**config.mk**
```make
export PLATFORM = sky130hd
export DESIGN_NAME = pakr_key_regs
export DESIGN_NICKNAME = d
export VERILOG_FILES = /design/src/hw/pakr_pkg.sv /design/src/hw/pakr_key_regs.sv
export SDC_FILE = /design/constraint.sdc
export NUM_CORES = 1
export LEC_CHECK = 0
export BUFFER_PORTS_ARGS = -buffer_cell sky130_fd_sc_hd__buf_4
export CAP_MARGIN = 20
export CORE_ASPECT_RATIO = 2
export CORE_MARGIN = 2
export CORE_UTILIZATION = 50
export CTS_CLUSTER_DIAMETER = 150
export DETAILED_ROUTE_END_ITERATION = 16
export GPL_TIMING_DRIVEN = 0
export HOLD_SLACK_MARGIN = 0.1
export PLACE_DENSITY = 0.69
export SLEW_MARGIN = 5
export SYNTH_ARGS = -nofsm -noshare
export SYNTH_HDL_FRONTEND = slang
export SYNTH_SLANG_ARGS = --single-unit
```
**constraint.sdc**
```tcl
create_clock -name REF_CLK_I -period 9.88 [get_ports REF_CLK_I]
set_input_delay 0.988 -clock REF_CLK_I [delete_from_list [all_inputs] [get_ports REF_CLK_I]]
set_output_delay 0.988 -clock REF_CLK_I [all_outputs]
set_load 0.01 [all_outputs]
```
**src/hw/pakr_pkg.sv**
```systemverilog
// package: encodings, privilege levels and carriers for the key register bank
package pakr_pkg;
    localparam int KEY_W = 64;
    localparam int NUM_KEYS = 5;
    localparam logic [1:0] OP0_SYS = 2'h3;
    localparam logic [2:0] OP1_KEY = 3'h0;
    localparam logic [3:0] CRN_KEY = 4'h2;
    localparam logic [3:0] CRM_INSTR = 4'h1;
    localparam logic [3:0] CRM_DATA = 4'h2;
    localparam logic [3:0] CRM_GEN = 4'h3;
    localparam logic [2:0] OP2_LOW_A = 3'h0;
    localparam logic [2:0] OP2_HIGH_A = 3'h1;
    localparam logic [2:0] OP2_LOW_B = 3'h2;
    localparam logic [2:0] OP2_HIGH_B = 3'h3;
    localparam logic [2:0] IDX_DB_HI = 3'h0;
    localparam logic [2:0] IDX_DB_LO = 3'h1;
    localparam logic [2:0] IDX_GA_HI = 3'h2;
    localparam logic [2:0] IDX_GA_LO = 3'h3;
    localparam logic [2:0] IDX_IA_HI = 3'h4;
    localparam logic [63:0] KEY_RESET = 64'h0;

    typedef enum logic [1:0] {
        PAKR_LVL_APP = 2'h0,
        PAKR_LVL_OS = 2'h1,
        PAKR_LVL_HYP = 2'h2,
        PAKR_LVL_MON = 2'h3
    } pakr_level_t;

    typedef struct packed {
        logic [1:0] op0;
        logic [2:0] op1;
        logic [3:0] crn;
        logic [3:0] crm;
        logic [2:0] op2;
    } pakr_enc_t;

    typedef struct packed {
        logic valid;
        logic write;
        pakr_level_t level;
        pakr_enc_t enc;
        logic [63:0] wdata;
    } pakr_req_t;

    typedef struct packed {
        logic done;
        logic undef;
        logic denied;
        logic hit;
        logic [63:0] rdata;
    } pakr_rsp_t;
endpackage

```
**src/hw/pakr_key_regs.sv**
```systemverilog
// pointer authentication key register bank reached by system register moves
`timescale 1ns/1ps
// Functional notes
// - each key register is 64 bits, one half of a 128-bit key.
// - key contents after reset carry no guarantee; software writes keys first.
// - without the extension built in, any key access is an undefined instruction.
// - move-to writes a key register and move-from returns its content.
// - data key B high decodes at 11/000/0010/0010/011.
// - data key B low decodes at 11/000/0010/0010/010.
// - generic key A high decodes at 11/000/0010/0011/001.
// - generic key A low decodes at 11/000/0010/0011/000.
// - instruction key A high decodes at 11/000/0010/0001/001.
// - application level is denied; os and secure monitor levels may read and write.
// - with the hypervisor level present it may read and write too.
module pakr_key_regs #(
    parameter bit HAS_PAUTH = 1'b1,
    parameter bit HAS_HYP = 1'b1
) (
    input wire logic REF_CLK_I,
    input wire logic RST_N_I,
    input wire logic REQ_VALID_I,
    input wire logic REQ_WRITE_I,
    input wire logic [1:0] REQ_LEVEL_I,
    input wire logic [15:0] REQ_ENC_I,
    input wire logic [63:0] REQ_WDATA_I,
    output logic RSP_DONE_O,
    output logic RSP_HIT_O,
    output logic RSP_UNDEF_O,
    output logic RSP_DENIED_O,
    output logic [63:0] RSP_RDATA_O
);
    typedef struct packed {
        logic [pakr_pkg::NUM_KEYS-1:0][63:0] key;
        pakr_pkg::pakr_rsp_t rsp;
    } pakr_state_t;

    localparam logic [2:0] IDX_MISS = 3'h7;

    // the ports and the miss code fix the bank at five 64-bit keys
    if (pakr_pkg::KEY_W != 64) begin : g_bad_width
        $error("key width must be 64");
    end
    if (pakr_pkg::NUM_KEYS != 5) begin : g_bad_count
        $error("key count must be 5");
    end

    pakr_state_t state_reg;
    pakr_state_t state_next;
    pakr_pkg::pakr_req_t req;

    // the request pins travel on as one carrier
    function automatic pakr_pkg::pakr_req_t unpack_req(
        input logic valid,
        input logic write,
        input logic [1:0] level,
        input logic [15:0] enc,
        input logic [63:0] wdata
    );
        pakr_pkg::pakr_req_t r;
        r.valid = valid;
        r.write = write;
        r.level = pakr_pkg::pakr_level_t'(level);
        r.enc = pakr_pkg::pakr_enc_t'(enc);
        r.wdata = wdata;
        return r;
    endfunction

    // every key of this bank sits under one op0/op1/CRn prefix
    function automatic logic prefix_ok(input pakr_pkg::pakr_enc_t e);
        logic ok;
        ok = (e.op0 == pakr_pkg::OP0_SYS);
        ok = ok && (e.op1 == pakr_pkg::OP1_KEY);
        ok = ok && (e.crn == pakr_pkg::CRN_KEY);
        return ok;
    endfunction

    // returns index of the addressed key, or the miss code when the encoding misses
    // instruction key A low and both instruction B keys live elsewhere and fall through as misses
    function automatic logic [2:0] decode_key(input pakr_pkg::pakr_enc_t e);
        logic [2:0] idx;
        idx = IDX_MISS;
        if (prefix_ok(e)) begin
            if (e.crm == pakr_pkg::CRM_DATA && e.op2 == pakr_pkg::OP2_HIGH_B) begin
                idx = pakr_pkg::IDX_DB_HI;
            end
            if (e.crm == pakr_pkg::CRM_DATA && e.op2 == pakr_pkg::OP2_LOW_B) begin
                idx = pakr_pkg::IDX_DB_LO;
            end
            if (e.crm == pakr_pkg::CRM_GEN && e.op2 == pakr_pkg::OP2_HIGH_A) begin
                idx = pakr_pkg::IDX_GA_HI;
            end
            if (e.crm == pakr_pkg::CRM_GEN && e.op2 == pakr_pkg::OP2_LOW_A) begin
                idx = pakr_pkg::IDX_GA_LO;
            end
            if (e.crm == pakr_pkg::CRM_INSTR && e.op2 == pakr_pkg::OP2_HIGH_A) begin
                idx = pakr_pkg::IDX_IA_HI;
            end
        end
        return idx;
    endfunction

    // access table by privilege level
    function automatic logic level_ok(input pakr_pkg::pakr_level_t lvl);
        logic ok;
        ok = 1'h0;
        unique case (lvl)
            pakr_pkg::PAKR_LVL_APP: begin
                ok = 1'h0;
            end
            pakr_pkg::PAKR_LVL_OS: begin
                ok = 1'h1;
            end
            pakr_pkg::PAKR_LVL_HYP: begin
                ok = HAS_HYP;
            end
            pakr_pkg::PAKR_LVL_MON: begin
                ok = 1'h1;
            end
        endcase
        return ok;
    endfunction

    // one-hot select of the addressed key, empty on a miss
    function automatic logic [pakr_pkg::NUM_KEYS-1:0] key_select(input logic [2:0] idx);
        logic [pakr_pkg::NUM_KEYS-1:0] sel;
        sel = '0;
        for (int k = 0; k < pakr_pkg::NUM_KEYS; k++) begin
            if (idx == 3'(k)) begin
                sel[k] = 1'h1;
            end
        end
        return sel;
    endfunction

    // and-or read mux: a miss can never index past the array, and unread keys stay masked
    function automatic logic [63:0] key_read(
        input logic [pakr_pkg::NUM_KEYS-1:0][63:0] keys,
        input logic [pakr_pkg::NUM_KEYS-1:0] sel
    );
        logic [63:0] val;
        val = '0;
        for (int k = 0; k < pakr_pkg::NUM_KEYS; k++) begin
            val = val | (keys[k] & {64{sel[k]}});
        end
        return val;
    endfunction

    // write port: only the selected key takes the new word
    function automatic logic [pakr_pkg::NUM_KEYS-1:0][63:0] next_keys(
        input logic [pakr_pkg::NUM_KEYS-1:0][63:0] keys,
        input logic [pakr_pkg::NUM_KEYS-1:0] wr_en,
        input logic [63:0] wdata
    );
        logic [pakr_pkg::NUM_KEYS-1:0][63:0] nk;
        nk = keys;
        for (int k = 0; k < pakr_pkg::NUM_KEYS; k++) begin
            if (wr_en[k]) begin
                nk[k] = wdata;
            end
        end
        return nk;
    endfunction

    // outcome of one access: undefined beats denied beats performed
    // without the extension the encodings are simply unallocated, so the level is not asked
    function automatic pakr_pkg::pakr_rsp_t classify(
        input logic valid,
        input logic hit,
        input logic ok
    );
        pakr_pkg::pakr_rsp_t r;
        r = '0;
        r.done = valid;
        if (valid && hit) begin
            if (!HAS_PAUTH) begin
                r.undef = 1'h1;
            end else if (!ok) begin
                r.denied = 1'h1;
            end else begin
                r.hit = 1'h1;
            end
        end
        return r;
    endfunction

    always_comb begin
        logic [2:0] idx;
        logic [pakr_pkg::NUM_KEYS-1:0] sel;
        logic [pakr_pkg::NUM_KEYS-1:0] wr_en;
        pakr_pkg::pakr_rsp_t rsp;
        idx = IDX_MISS;
        sel = '0;
        wr_en = '0;
        rsp = '0;
        req = unpack_req(REQ_VALID_I, REQ_WRITE_I, REQ_LEVEL_I, REQ_ENC_I, REQ_WDATA_I);
        idx = decode_key(req.enc);
        sel = key_select(idx);
        rsp = classify(req.valid, |sel, level_ok(req.level));
        if (rsp.hit && req.write) begin
            wr_en = sel;
        end
        if (rsp.hit && !req.write) begin
            rsp.rdata = key_read(state_reg.key, sel);
        end
        state_next.key = next_keys(state_reg.key, wr_en, req.wdata);
        state_next.rsp = rsp;
    end

    // keys are left out of reset on purpose: no value is promised and it saves reset fanout
    // a request seen while reset is held is not taken, so keys hold still then
    always_ff @(posedge REF_CLK_I) begin
        if (!RST_N_I) begin
            state_reg.rsp <= '0;
        end else begin
            state_reg.key <= state_next.key;
            state_reg.rsp <= state_next.rsp;
        end
    end

    assign RSP_DONE_O = state_reg.rsp.done;
    assign RSP_HIT_O = state_reg.rsp.hit;
    assign RSP_UNDEF_O = state_reg.rsp.undef;
    assign RSP_DENIED_O = state_reg.rsp.denied;
    assign RSP_RDATA_O = state_reg.rsp.rdata;
endmodule

```
# --- Yosys cells after proc, flatten, opt, wreduce, memory -nomap -nowiden ---
# Index checks and enable logic that the tools add are counted.
totals:
  reg_bits: 388
  inputBits: 86
  out_inout_bits: 68
  word_cells: 74
op_classes:
  eq_ne: 15
  n_mux: 16
  bitwise: 9
  n_reduce_logical: 24
ops:
  columns: ["op", "count"]
  rows:
  - ["$and 64x64->64", 5]
  - ["$or 64x64->64", 4]
  - ["$mux 3", 6]
  - ["$reduce_and 2->1", 7]
  - ["$eq 3x2->1 const B", 4]
  - ["$eq 4x2->1 const B", 3]
  - ["$logic_and 1x1->1", 10]
  - ["$logic_not 3->1", 3]
  - ["$mux 1", 8]
  - ["$eq 2x2->1 const B", 3]
  - ["$eq 3x1->1 const B", 2]
  - ["$mux 5", 1]
  - ["$reduce_or 5->1", 1]
  - ["$eq 4x1->1 const B", 1]
  - ["$eq 3x3->1 const B", 1]
  - ["$reduce_or 3->1", 1]
  - ["$eq 2x1->1 const B", 1]
  - ["$logic_not 2->1", 1]
  - ["$pmux 1 s2", 1]
  - ["$logic_not 1->1", 1]

# --- Logic depth before layout (Yosys ltp) ---
# Gate-level depths: netlist of run 1.
logic_depth:
  word_depth: 16
  mapped_depth: 7
  depth_no_buf: 4

# --- Least setup slack after synthesis of run 1 ---
# Ideal clock, no wire load.
synth_path:
  kind: "input -> register"
  startpoint: "input port REQ_ENC_I[0]"
  endpoint: "register state_reg[196] (netlist name) (enable)"
  setup_ps: 644
  arrival_time_ps: 7975
  required_ps: 9236
  setup_slack_ps: 1261
  path_stages: 6
  n_path_buf: 4
  path_cell_list: "buf_2 buf_4 buf_4 buf_2 nand2_1 nor4_1"
synth_between:
  elab_chain_len: 16
  word_cells_on_any_way: 31
  cone_classes: "eq/ne: 7; mux: 13; reduce/logical: 11"
synth_lines:
  columns: ["element", "line", "rtl"]
  rows:
  - ["start, declared", "pakr_key_regs.sv:24", "input wire logic [15:0] REQ_ENC_I,"]
  - ["$eq 3x2->1", "pakr_key_regs.sv:83", "if (e.crm == pakr_pkg::CRM_DATA && e.op2 == pakr_pkg::OP2_HIGH_B) begin"]
  - ["$logic_and 1x1->1", "pakr_key_regs.sv:83", null]
  - ["$mux 3", "pakr_key_regs.sv:83", null]
  - ["$mux 3", "pakr_key_regs.sv:86", "if (e.crm == pakr_pkg::CRM_DATA && e.op2 == pakr_pkg::OP2_LOW_B) begin"]
  - ["$mux 3", "pakr_key_regs.sv:89", "if (e.crm == pakr_pkg::CRM_GEN && e.op2 == pakr_pkg::OP2_HIGH_A) begin"]
  - ["$mux 3", "pakr_key_regs.sv:92", "if (e.crm == pakr_pkg::CRM_GEN && e.op2 == pakr_pkg::OP2_LOW_A) begin"]
  - ["$mux 3 *", "pakr_key_regs.sv:95", "if (e.crm == pakr_pkg::CRM_INSTR && e.op2 == pakr_pkg::OP2_HIGH_A) begin"]
  - ["$mux 3 *", "pakr_key_regs.sv:82", "if (prefix_ok(e)) begin"]
  - ["$eq 3x1->1, or another cell as far along", "pakr_key_regs.sv:128", "if (idx == 3'(k)) begin"]
  - ["$mux 1", "pakr_key_regs.sv:128", null]
  - ["$reduce_or 5->1", "pakr_key_regs.sv:198", "rsp = classify(req.valid, |sel, level_ok(req.level));"]
  - ["$logic_and 1x1->1", "pakr_key_regs.sv:174", "if (valid && hit) begin"]
  - ["$mux 1", "pakr_key_regs.sv:174", null]
  - ["$logic_and 1x1->1", "pakr_key_regs.sv:199", "if (rsp.hit && req.write) begin"]
  - ["$mux 5 *", "pakr_key_regs.sv:199", null]
  - ["$reduce_and 2->1 (no line) *", null, null]
  - ["end, declared", "pakr_key_regs.sv:47", "pakr_state_t state_reg;"]
# Mark *: on every way between the ends. The rest lies on a longest branch, timed or not.
# A chain may end at the register's enable or synchronous reset.

# --- Final worst setup path of run 1 ---
layout_path:
  startpoint: "input port REQ_ENC_I[0]"
  endpoint: "register state_reg[227] (netlist name) (enable)"
# The elaborated chain is that of the path after synthesis.

==> impl_metrics.py, run 1 <==
metrics = {
    "detailed_routing": {
        "drc": 0,
        "firstDrtPassIters": 5,
        "highest_layer": "met4",
        "wl_per_cell_microns": 21.6,
        "viasPerCell": 5.53,
        "initialDrtViolationCount": 722,
        "routed-wl-met2_microns": 17100,
        "drt-met1-wl_microns": 12600,
        "wirelength_microns": 32200,
        "vias": 8228,
        "met3WireLength_microns": 1810,
        "antenna_left": 0,
    },
    "yosys": {
        "synth_edf_count": 320,
        "synthCells": 861,
        "mappedNetlistArea_sq_um": 14700,
        "synth_area_leader_cell": "edfxtp_1",
        "synthArstFlopShare_pct": 0,
        "synthTopCellsByCount": "320 x edfxtp_1, 69 x buf_4, 69 x nor2_1, 67 x dfxtp_1",
        "ys_ff_latch": 387,
        "yosys_warnings": 0,
        "synth_seq_area_share_pct": 74.7,
        "postSynthAreaPerCell_sq_um": 17.0,
        "synthFlopType": "edfxtp_1",
        "ys_types": 31,
        "synth.most_common_cell": "edfxtp_1",
        "synthTopCellsByArea": "edfxtp_1 66%, dfxtp_1 9.2%, mux2_2 4.9%",
        "synth_top_area_share_pct": 65.6,
        "mappedNetlistNets": 947,
    },
    "clocking": {
        "numCtsBuffers": 34,
        "cts_root_buf": "clkbuf_16",
        "tritoncts": "built",
        "path_clk_slew_ps": 70,
        "post-cts-setup-buffers": 0,
        "cts_hold_buf": 0,
        "clock-sinks": 387,
        "clkLatencyLatePin_ps": 520,
        "clk_path_buf_depth": 3,
        "cts_repair_resize_count": 0,
        "htreeDepth": 2,
    },
    "floorplanning": {
        "rows": 88,
        "pin_count": 154,
        "initial_core_util_pct": 50.8,
        "chipHeight_microns": 246,
        "die_area_sq_um": 30800,
        "dieWidth_microns": 125,
        "coreArea_sq_um": 28800,
    },
    "status": {
        "status": "completed",
    },
    "sta": {
        "timing.fmax_mhz": 268,
        "holdWs_ps": 666,
        "worst_pin_slew_ps": 1050,
        "drv_slew": 0,
        "final.period_utilization_pct": 37.8,
        "min_period_ps": 3740,
        "hold_violations": 0,
        "clock_skew_ps": 16.4,
        "grt_setup_unrepaired": "false",
        "finalSetupViolations": 0,
        "slew_headroom_pct": 29.5,
        "setup_tns_ps": 0,
    },
    "place": {
        "placedCellCount": 1424,
        "dpl-instance-area_sq_um": 16700,
        "hpwl_microns": 21900,
        "place.gp.congestion": 0.762,
        "port_buffers": 150,
    },
    "worst_setup_path": {
        "start_kind": "input pin",
        "worst-setup-path-type": "in2reg",
        "worst-path-max-fanout": 10,
        "endpoint_kind": "register",
        "crit_required_ps": 10110,
        "r2r_slack_ps": 8630,
        "ff2ff_path_depth": 4,
        "reg2reg_from": "state_reg[281]",
        "critPathArrivalTime_ps": 3970,
        "worstReg2RegEnd": "RSP_RDATA_O[21]",
    },
    "cells_and_area": {
        "nets": 1186,
        "largest_register_ffs": 320,
        "drive_gt1_share_pct": 36.1,
        "area_growth_pct": 21.2,
        "design_area_sq_um": 17800,
        "stdcell_count": 1489,
    },
    "global_routing": {
        "antenna_found_initial": 3,
        "grt_pass1_wl_microns": 48400,
        "grt_max_degree": 18,
        "first_global_vias": 8412,
        "grt_overflow": 0,
        "grt_use_total_pct": 20.4,
    },
    "job": {
        "cap_violations": 0,
    },
    "pwr": {
        "peakVddDrop_v": 0.000161,
        "power_switching_mw": 0.624,
        "switching_share_pct": 19.8,
        "leakage_nw": 6.41,
        "powerDensity_nw_per_um2": 178,
        "internal_power_mw": 2.53,
        "p_comb_share_pct": 3.5,
        "clock_power_share_pct": 40.6,
        "p_seq_share_pct": 55.8,
    },
    "hold_path": {
        "hold_depth": 3,
        "whs_endpoint": "RSP_RDATA_O[0]",
        "hp-start": "state_reg[324]",
        "hp-class": "reg2reg",
    },
}
[area by class of cell]
class                           count  area, sq um
Tap cell                          360          450
Inverter                            2         7.51
Clock inverter                     17          110
Multi-Input combinational cell    352         2960
Sequential cell                   387        11000
Antenna cell                        3         7.51
Fill cell                        2167        11100
Clock buffer                       45          966
Buffer                            120          773
Timing Repair Buffer              203         1540
[worst max-delay path by stage]
stage                 start  slack [ps]        endpoint  cells after the start
2_1_floorplan  REQ_ENC_I[0]        1260  state_reg[196]                      6
3_3_place_gp   REQ_ENC_I[0]       -4660  state_reg[351]                      6
3_5_place_dp   REQ_ENC_I[0]        5570  state_reg[223]                     10
4_1_cts        REQ_ENC_I[0]        6100  state_reg[226]                     10
5_1_grt        REQ_ENC_I[0]        5970  state_reg[226]                     10
6_report       REQ_ENC_I[0]        6140  state_reg[227]                     10
[power by group through the flow]
stage	clock network, mW	registers [mW]	logic, mW
6_report	1.28	1.76	0.111
2_1_floorplan	0	1.80	0.0522
3_3_place_gp	0	1.80	0.107
4_1_cts	1.30	1.76	0.111
5_1_grt	1.37	1.76	0.118
3_5_place_dp	0	1.80	0.111
[worst max-delay path: stages]
cell     delay (ps)
buf_2           190
buf_4           240
buf_4           250
buf_2           350
nand2_1         190
nor4_2          890
buf_4           320
buf_4           190
buf_4           190
buf_6           160
[metrics by stage]
step	total power [mW]	worst slack (ps)	util, %
3_3_place_gp	1.90	-4660	56.3
2_1_floorplan	1.85	1260	-
6_report	3.16	6140	61.6
4_1_cts	3.17	6100	61.6
3_5_place_dp	1.91	5570	57.8
5_1_grt	3.25	5970	61.6
[cell families after synthesis]
logic type,count (synthesis),synth area share (%)
buffers and inverters,122,5.33
AOI/OAI and AO/OA,129,7.68
and+or+nand+nor,94,2.96
muxes,128,9.29
DFF,387,74.7
other,1,0.0256
[cells in the final DEF (no fill, tap or decap), drive strengths merged, types with 5 or more instances in the layout]
| master | instances |
|---|---|
| buf | 290 |
| clkinv | 13 |
| edfxtp | 320 |
| mux2 | 64 |
| mux2i | 64 |
| nor2 | 69 |
| clkbuf | 78 |
| dfxtp | 67 |
| o32a | 64 |
| nor4 | 5 |
| a22oi | 64 |
[metal layers]
| layer | track usage (%) | vias up |
|---|---|---|
| met5 | 0 | - |
| met4 | 7.09 | 0 |
| met3 | 3.34 | 50 |
| met2 | 37.0 | 286 |
| met1 | 24.5 | 4106 |
| li1 | - | 3786 |
Power figures use the tool's default switching activity.
==> run 2, diff against run 1 <==
Settings changed: PLACE_DENSITY 0.69 to 0.72.
Clock period 9.88 ns to 3.4 ns, I/O delays scaled along.
==> run 2 against run 1 <==
- clock power grew to 2.8 times the previous value
- non-clock buffer count grew 46
- final area up 3.8%
- die area is the same
- critical path type unchanged
- critical endpoint is now state_reg[353]
==> impl_metrics.py, run 2 (synthesis gave the netlist of run 1 again) <==
metrics = {
    "floorplanning": {
        "initial_core_util_pct": 50.8,
        "coreArea_sq_um": 28800,
        "pin_count": 154,
        "chipHeight_microns": 246,
        "dieWidth_microns": 125,
        "die_area_sq_um": 30800,
        "rows": 88,
    },
    "global_routing": {
        "first_global_vias": 8841,
        "grt_pass1_wl_microns": 49200,
        "grt_max_degree": 18,
        "grt_use_total_pct": 20.8,
        "grt_overflow": 0,
        "antenna_found_initial": 0,
    },
    "detailed_routing": {
        "wirelength_microns": 32400,
        "wl_per_cell_microns": 21.2,
        "viasPerCell": 5.44,
        "vias": 8310,
        "antenna_left": 0,
        "initialDrtViolationCount": 636,
        "firstDrtPassIters": 7,
        "drc": 0,
    },
    "clocking": {
        "clock-sinks": 387,
        "cts_repair_resize_count": 0,
        "cts_root_buf": "clkbuf_16",
        "clk_path_buf_depth": 3,
        "path_clk_slew_ps": 60,
        "htreeDepth": 1,
        "clkLatencyLatePin_ps": 560,
        "tritoncts": "built",
        "numCtsBuffers": 31,
    },
    "sta": {
        "min_period_ps": 2820,
        "timing.fmax_mhz": 354,
        "clock_skew_ps": 7.12,
        "finalSetupViolations": 0,
        "drv_slew": 0,
        "final.period_utilization_pct": 83.0,
        "slew_headroom_pct": 43.3,
        "worst_pin_slew_ps": 849,
        "holdWs_ps": 158,
        "grt_setup_unrepaired": "false",
        "hold_violations": 0,
    },
    "pwr": {
        "p_total_mw": 9.07,
        "powerDensity_nw_per_um2": 492,
        "peakVddDrop_v": 0.000462,
        "leakage_nw": 6.62,
    },
    "worst_setup_path": {
        "cp_cell_sequence": "dlygate4sd3_1, buf_4, and2_1, and2_1, nand4b_1, nor4_4, buf_6, buf_6, buf_6, buf_6",
        "worstReg2RegEnd": "RSP_RDATA_O[18]",
        "ff2ff_path_depth": 4,
        "crit_required_ps": 3660,
        "reg2reg_from": "state_reg[278]",
        "cp-startpoint": "REQ_VALID_I",
        "crit_buf_inv": 6,
        "cp_common_cell": "buf_6",
        "critPathArrivalTime_ps": 3080,
        "r2r_slack_ps": 2180,
        "cp.depth": 10,
        "critPathSlowestCell": "nor4_4",
        "endpoint_kind": "register",
        "cp_slowest_stage_delay_ps": 660,
        "crit_family": "buffers and inverters",
        "crit_end": "state_reg[353]",
        "worst-setup-path-type": "in2reg",
        "start_kind": "input pin",
        "worst-path-max-fanout": 12,
    },
    "place": {
        "place.gp.congestion": 0.771,
        "dpl-instance-area_sq_um": 16800,
        "hpwl_microns": 22000,
        "port_buffers": 150,
    },
    "cells_and_area": {
        "layout_common_cells": "320 x edfxtp_1, 217 x buf_4, 69 x nor2_1",
        "area_growth_pct": 25.8,
        "nets": 1229,
        "diodes": 0,
        "largest_register_ffs": 320,
        "design_area_sq_um": 18400,
        "final_common_cell": "edfxtp_1",
        "drive_gt1_share_pct": 33.2,
    },
    "hold_path": {
        "hp-start": "REQ_LEVEL_I[1]",
        "hp-class": "in2reg",
    },
    "status": {
        "status": "completed",
    },
    "job": {
        "cap_violations": 0,
    },
}
[run 2: changes by cell type in the layout (fill, tap and decap cells not counted), sizes merged]
cell | before | now
buf | 290 | 270
clkinv | 13 | 9
clkbuf | 78 | 77
clkinvlp | 2 | 0
dlygate4sd3 | 0 | 66
bufinv | 1 | 3
diode | 3 | 0
[run 2: what timing repair did]
action	CTS	global route
hold buffers	66	0
hold endpoints to repair	321	0
setup buffers	0	0
setup endpoints to repair	0	0
[run 2: cell type report]
type	count	area, sq um
clock inverter	13	146
fill	2132	10400
tap	360	450
sequential	387	11000
clock buffer	44	856
inverter	2	7.51
timing repair buffer	249	2200
buffer	120	805
multi-input combinational	352	3020
[run 2: worst min-delay path by stage]
stage / end / slack, ps / cells past startpoint
3_5_place_dp: state_reg[246] / 550 / 1
3_3_place_gp: state_reg[160] / 540 / 1
6_report: RSP_DENIED_O / 160 / 4
2_1_floorplan: state_reg[100] / 440 / 0
4_1_cts: RSP_DENIED_O / 130 / 4
5_1_grt: RSP_DENIED_O / 160 / 4
[run 2: through the flow]
| stage | TNS [ps] | instances | setup slack [ps] | utilization (%) |
|---|---|---|---|---|
| 2_1_floorplan | -86850 | 861 | -328 | - |
| 3_3_place_gp | -709050 | 1371 | -2400 | 56.7 |
| 3_5_place_dp | 0 | 1404 | 230 | 58.1 |
| 4_1_cts | 0 | 1527 | 606 | 63.9 |
| 5_1_grt | 0 | 1527 | 451 | 63.9 |
| 6_report | 0 | 1527 | 579 | 63.9 |
[run 2: metal layers]
metal,routed length [microns],global-route usage [%],up-vias
li1,-,-,3874
met1,11500,22.6,4102
met2,18500,40.7,275
met3,1600,2.52,59
met4,840,8.14,0
met5,0,0,-
[run 2: tightest hold or removal path: cells and delay by family]
| family | cells | cell delay, ps |
|---|---|---|
| buf+inv | 1 | 80 |
| simple gates | 3 | 260 |
[run 2: where the power goes]
part,internal [mW],switching (mW)
clock network,1.98,1.57
logic,0.204,0.194
registers,5.12,0.000150
total,7.31,1.77
==> run 3, diff against run 2 <==
Settings changed: PLACE_DENSITY 0.72 to 0.69.
Clock period 3.4 ns to 2.86 ns, I/O delays scaled along.
==> run 3 against run 2 <==
- via count grew 1.6%
- register-to-register slack lost 550 ps
- routed wire length is essentially flat
- first-iteration DRC count shrank 15%
- final area grew 1.1%
- sequential share of layout area shrank 0.67 points
- sequential cell count is the same
- total power grew 24%
- global-route usage shrank 0.19 points
- hold slack gained 21 ps
- worst setup slack lost 420 ps
- combinational power grew 19%
==> impl_metrics.py, run 3 (synthesis gave the netlist of run 1 again) <==
metrics = {
    "status": {
        "status": "completed",
    },
    "detailed_routing": {
        "drc": 0,
        "initialDrtViolationCount": 541,
        "wl_per_cell_microns": 21.1,
        "firstDrtPassIters": 5,
        "viasPerCell": 5.51,
        "antenna_left": 0,
        "vias": 8446,
        "wirelength_microns": 32400,
    },
    "cells_and_area": {
        "nets": 1236,
        "largest_register_ffs": 320,
        "final-seq-area_sq_um": 11000,
        "design_area_sq_um": 18600,
        "drive_gt1_share_pct": 34.3,
        "final_common_cell": "edfxtp_1",
        "area_growth_pct": 27.2,
        "multi_input_comb_area_sq_um": 3030,
        "layout_common_cells": "320 x edfxtp_1, 222 x buf_4, 69 x nor2_1",
        "diodes": 0,
        "fin_util_pct": 64.6,
        "num-fill-cells": 2107,
    },
    "clocking": {
        "numCtsBuffers": 31,
        "cts_root_buf": "clkbuf_16",
        "tritoncts": "built",
        "htreeDepth": 1,
        "path_clk_slew_ps": 70,
        "clkLatencyLatePin_ps": 570,
        "cts_repair_resize_count": 0,
        "clock-sinks": 387,
        "clk_path_buf_depth": 3,
    },
    "floorplanning": {
        "coreArea_sq_um": 28800,
        "chipHeight_microns": 246,
        "pin_count": 154,
        "die_area_sq_um": 30800,
        "dieWidth_microns": 125,
        "rows": 88,
        "initial_core_util_pct": 50.8,
    },
    "place": {
        "place.gp.congestion": 0.746,
        "port_buffers": 150,
        "hpwl_microns": 21600,
        "dpl-instance-area_sq_um": 16800,
    },
    "sta": {
        "worst_pin_slew_ps": 907,
        "timing.fmax_mhz": 371,
        "final.period_utilization_pct": 94.3,
        "min_period_ps": 2700,
        "finalSetupViolations": 0,
        "hold_violations": 0,
        "drv_slew": 0,
        "grt_setup_unrepaired": "false",
        "clock_skew_ps": 12.6,
        "slew_headroom_pct": 39.1,
    },
    "global_routing": {
        "antenna_found_initial": 0,
        "grt_use_total_pct": 20.7,
        "grt_pass1_wl_microns": 49300,
        "grt_overflow": 0,
        "grt_max_degree": 20,
        "first_global_vias": 8804,
    },
    "worst_setup_path": {
        "cp_slowest_stage_delay_ps": 850,
        "critPathSlowestCell": "nor4_4",
        "critPathArrivalTime_ps": 2970,
        "r2r_slack_ps": 1630,
        "worst-path-max-fanout": 11,
        "crit_required_ps": 3130,
        "endpoint_kind": "register",
        "worst-setup-path-type": "in2reg",
        "cp_cell_sequence": "dlygate4sd3_1, buf_4, and2_1, and2_1, nand2_1, nor4_4, buf_6, buf_6, buf_8",
        "start_kind": "input pin",
    },
    "job": {
        "cap_violations": 0,
    },
    "pwr": {
        "leakage_nw": 6.70,
        "p_comb_share_pct": 4.2,
        "clock_power_share_pct": 41.9,
        "p_seq_share_pct": 53.9,
        "internal_power_mw": 9.09,
        "power_switching_mw": 2.19,
        "peakVddDrop_v": 0.000567,
        "switching_share_pct": 19.4,
        "powerDensity_nw_per_um2": 605,
    },
    "hold_path": {
        "hp-class": "in2reg",
    },
}
[run 3: worst max-delay path, delay by kind of cell]
| kind | cells | cell delay [ps] |
|---|---|---|
| and+or+nand+nor | 4 | 1440 |
| buffers and inverters | 5 | 1230 |
[run 3: repair_timing]
item	CTS	global route
hold buffers	68	0
endpoints found under the hold margin	322	0
buffers inserted	0	4
setup endpoints to repair	0	20
[run 3: final timing paths]
path | cells after the start | endpoint | from
max | 9 | state_reg[110] | REQ_VALID_I
min | 5 | RSP_DENIED_O | REQ_ENC_I[3]
max reg2reg | 4 | RSP_RDATA_O[12] | state_reg[208]
min reg2reg | 3 | RSP_RDATA_O[49] | state_reg[373]
[run 3: per-stage QoR]
| step | hold slack [ps] | power [mW] | worst slack, ps | TNS [ps] | cells |
|---|---|---|---|---|---|
| after floorplan | 385 | 6.41 | -814 | -240770 | 861 |
| after global placement | 492 | 6.59 | -2860 | -879980 | 1371 |
| after detailed placement | 498 | 6.60 | -84.9 | -2300 | 1405 |
| after CTS | 158 | 11.3 | 75.3 | 0 | 1530 |
| after global routing | 207 | 11.6 | 22.4 | 0 | 1534 |
| final | 179 | 11.3 | 162 | 0 | 1534 |
[run 3: layer usage]
layer  track usage [%]  wire (microns)
met5                 0               0
met4              7.22             851
met3              2.50            1490
met2              39.5           18000
met1              23.6           12100
[run 3: cell type report]
cell class	instances	area share [%]
Sequential cell	387	58.7
Timing Repair Buffer	256	12.1
Tap cell	360	2.42
Clock buffer	34	4.28
Clock inverter	23	1.93
Multi-Input combinational cell	352	16.2
Inverter	2	0.0403
Buffer	120	4.26
[run 3: power groups by stage]
stage | Combinational [mW] | Clock [mW] | Sequential [mW]
after floorplan | 0.191 | 0 | 6.21
after global placement | 0.381 | 0 | 6.21
after detailed placement | 0.392 | 0 | 6.21
after CTS | 0.473 | 4.79 | 6.08
after global routing | 0.507 | 4.98 | 6.08
final | 0.473 | 4.72 | 6.08
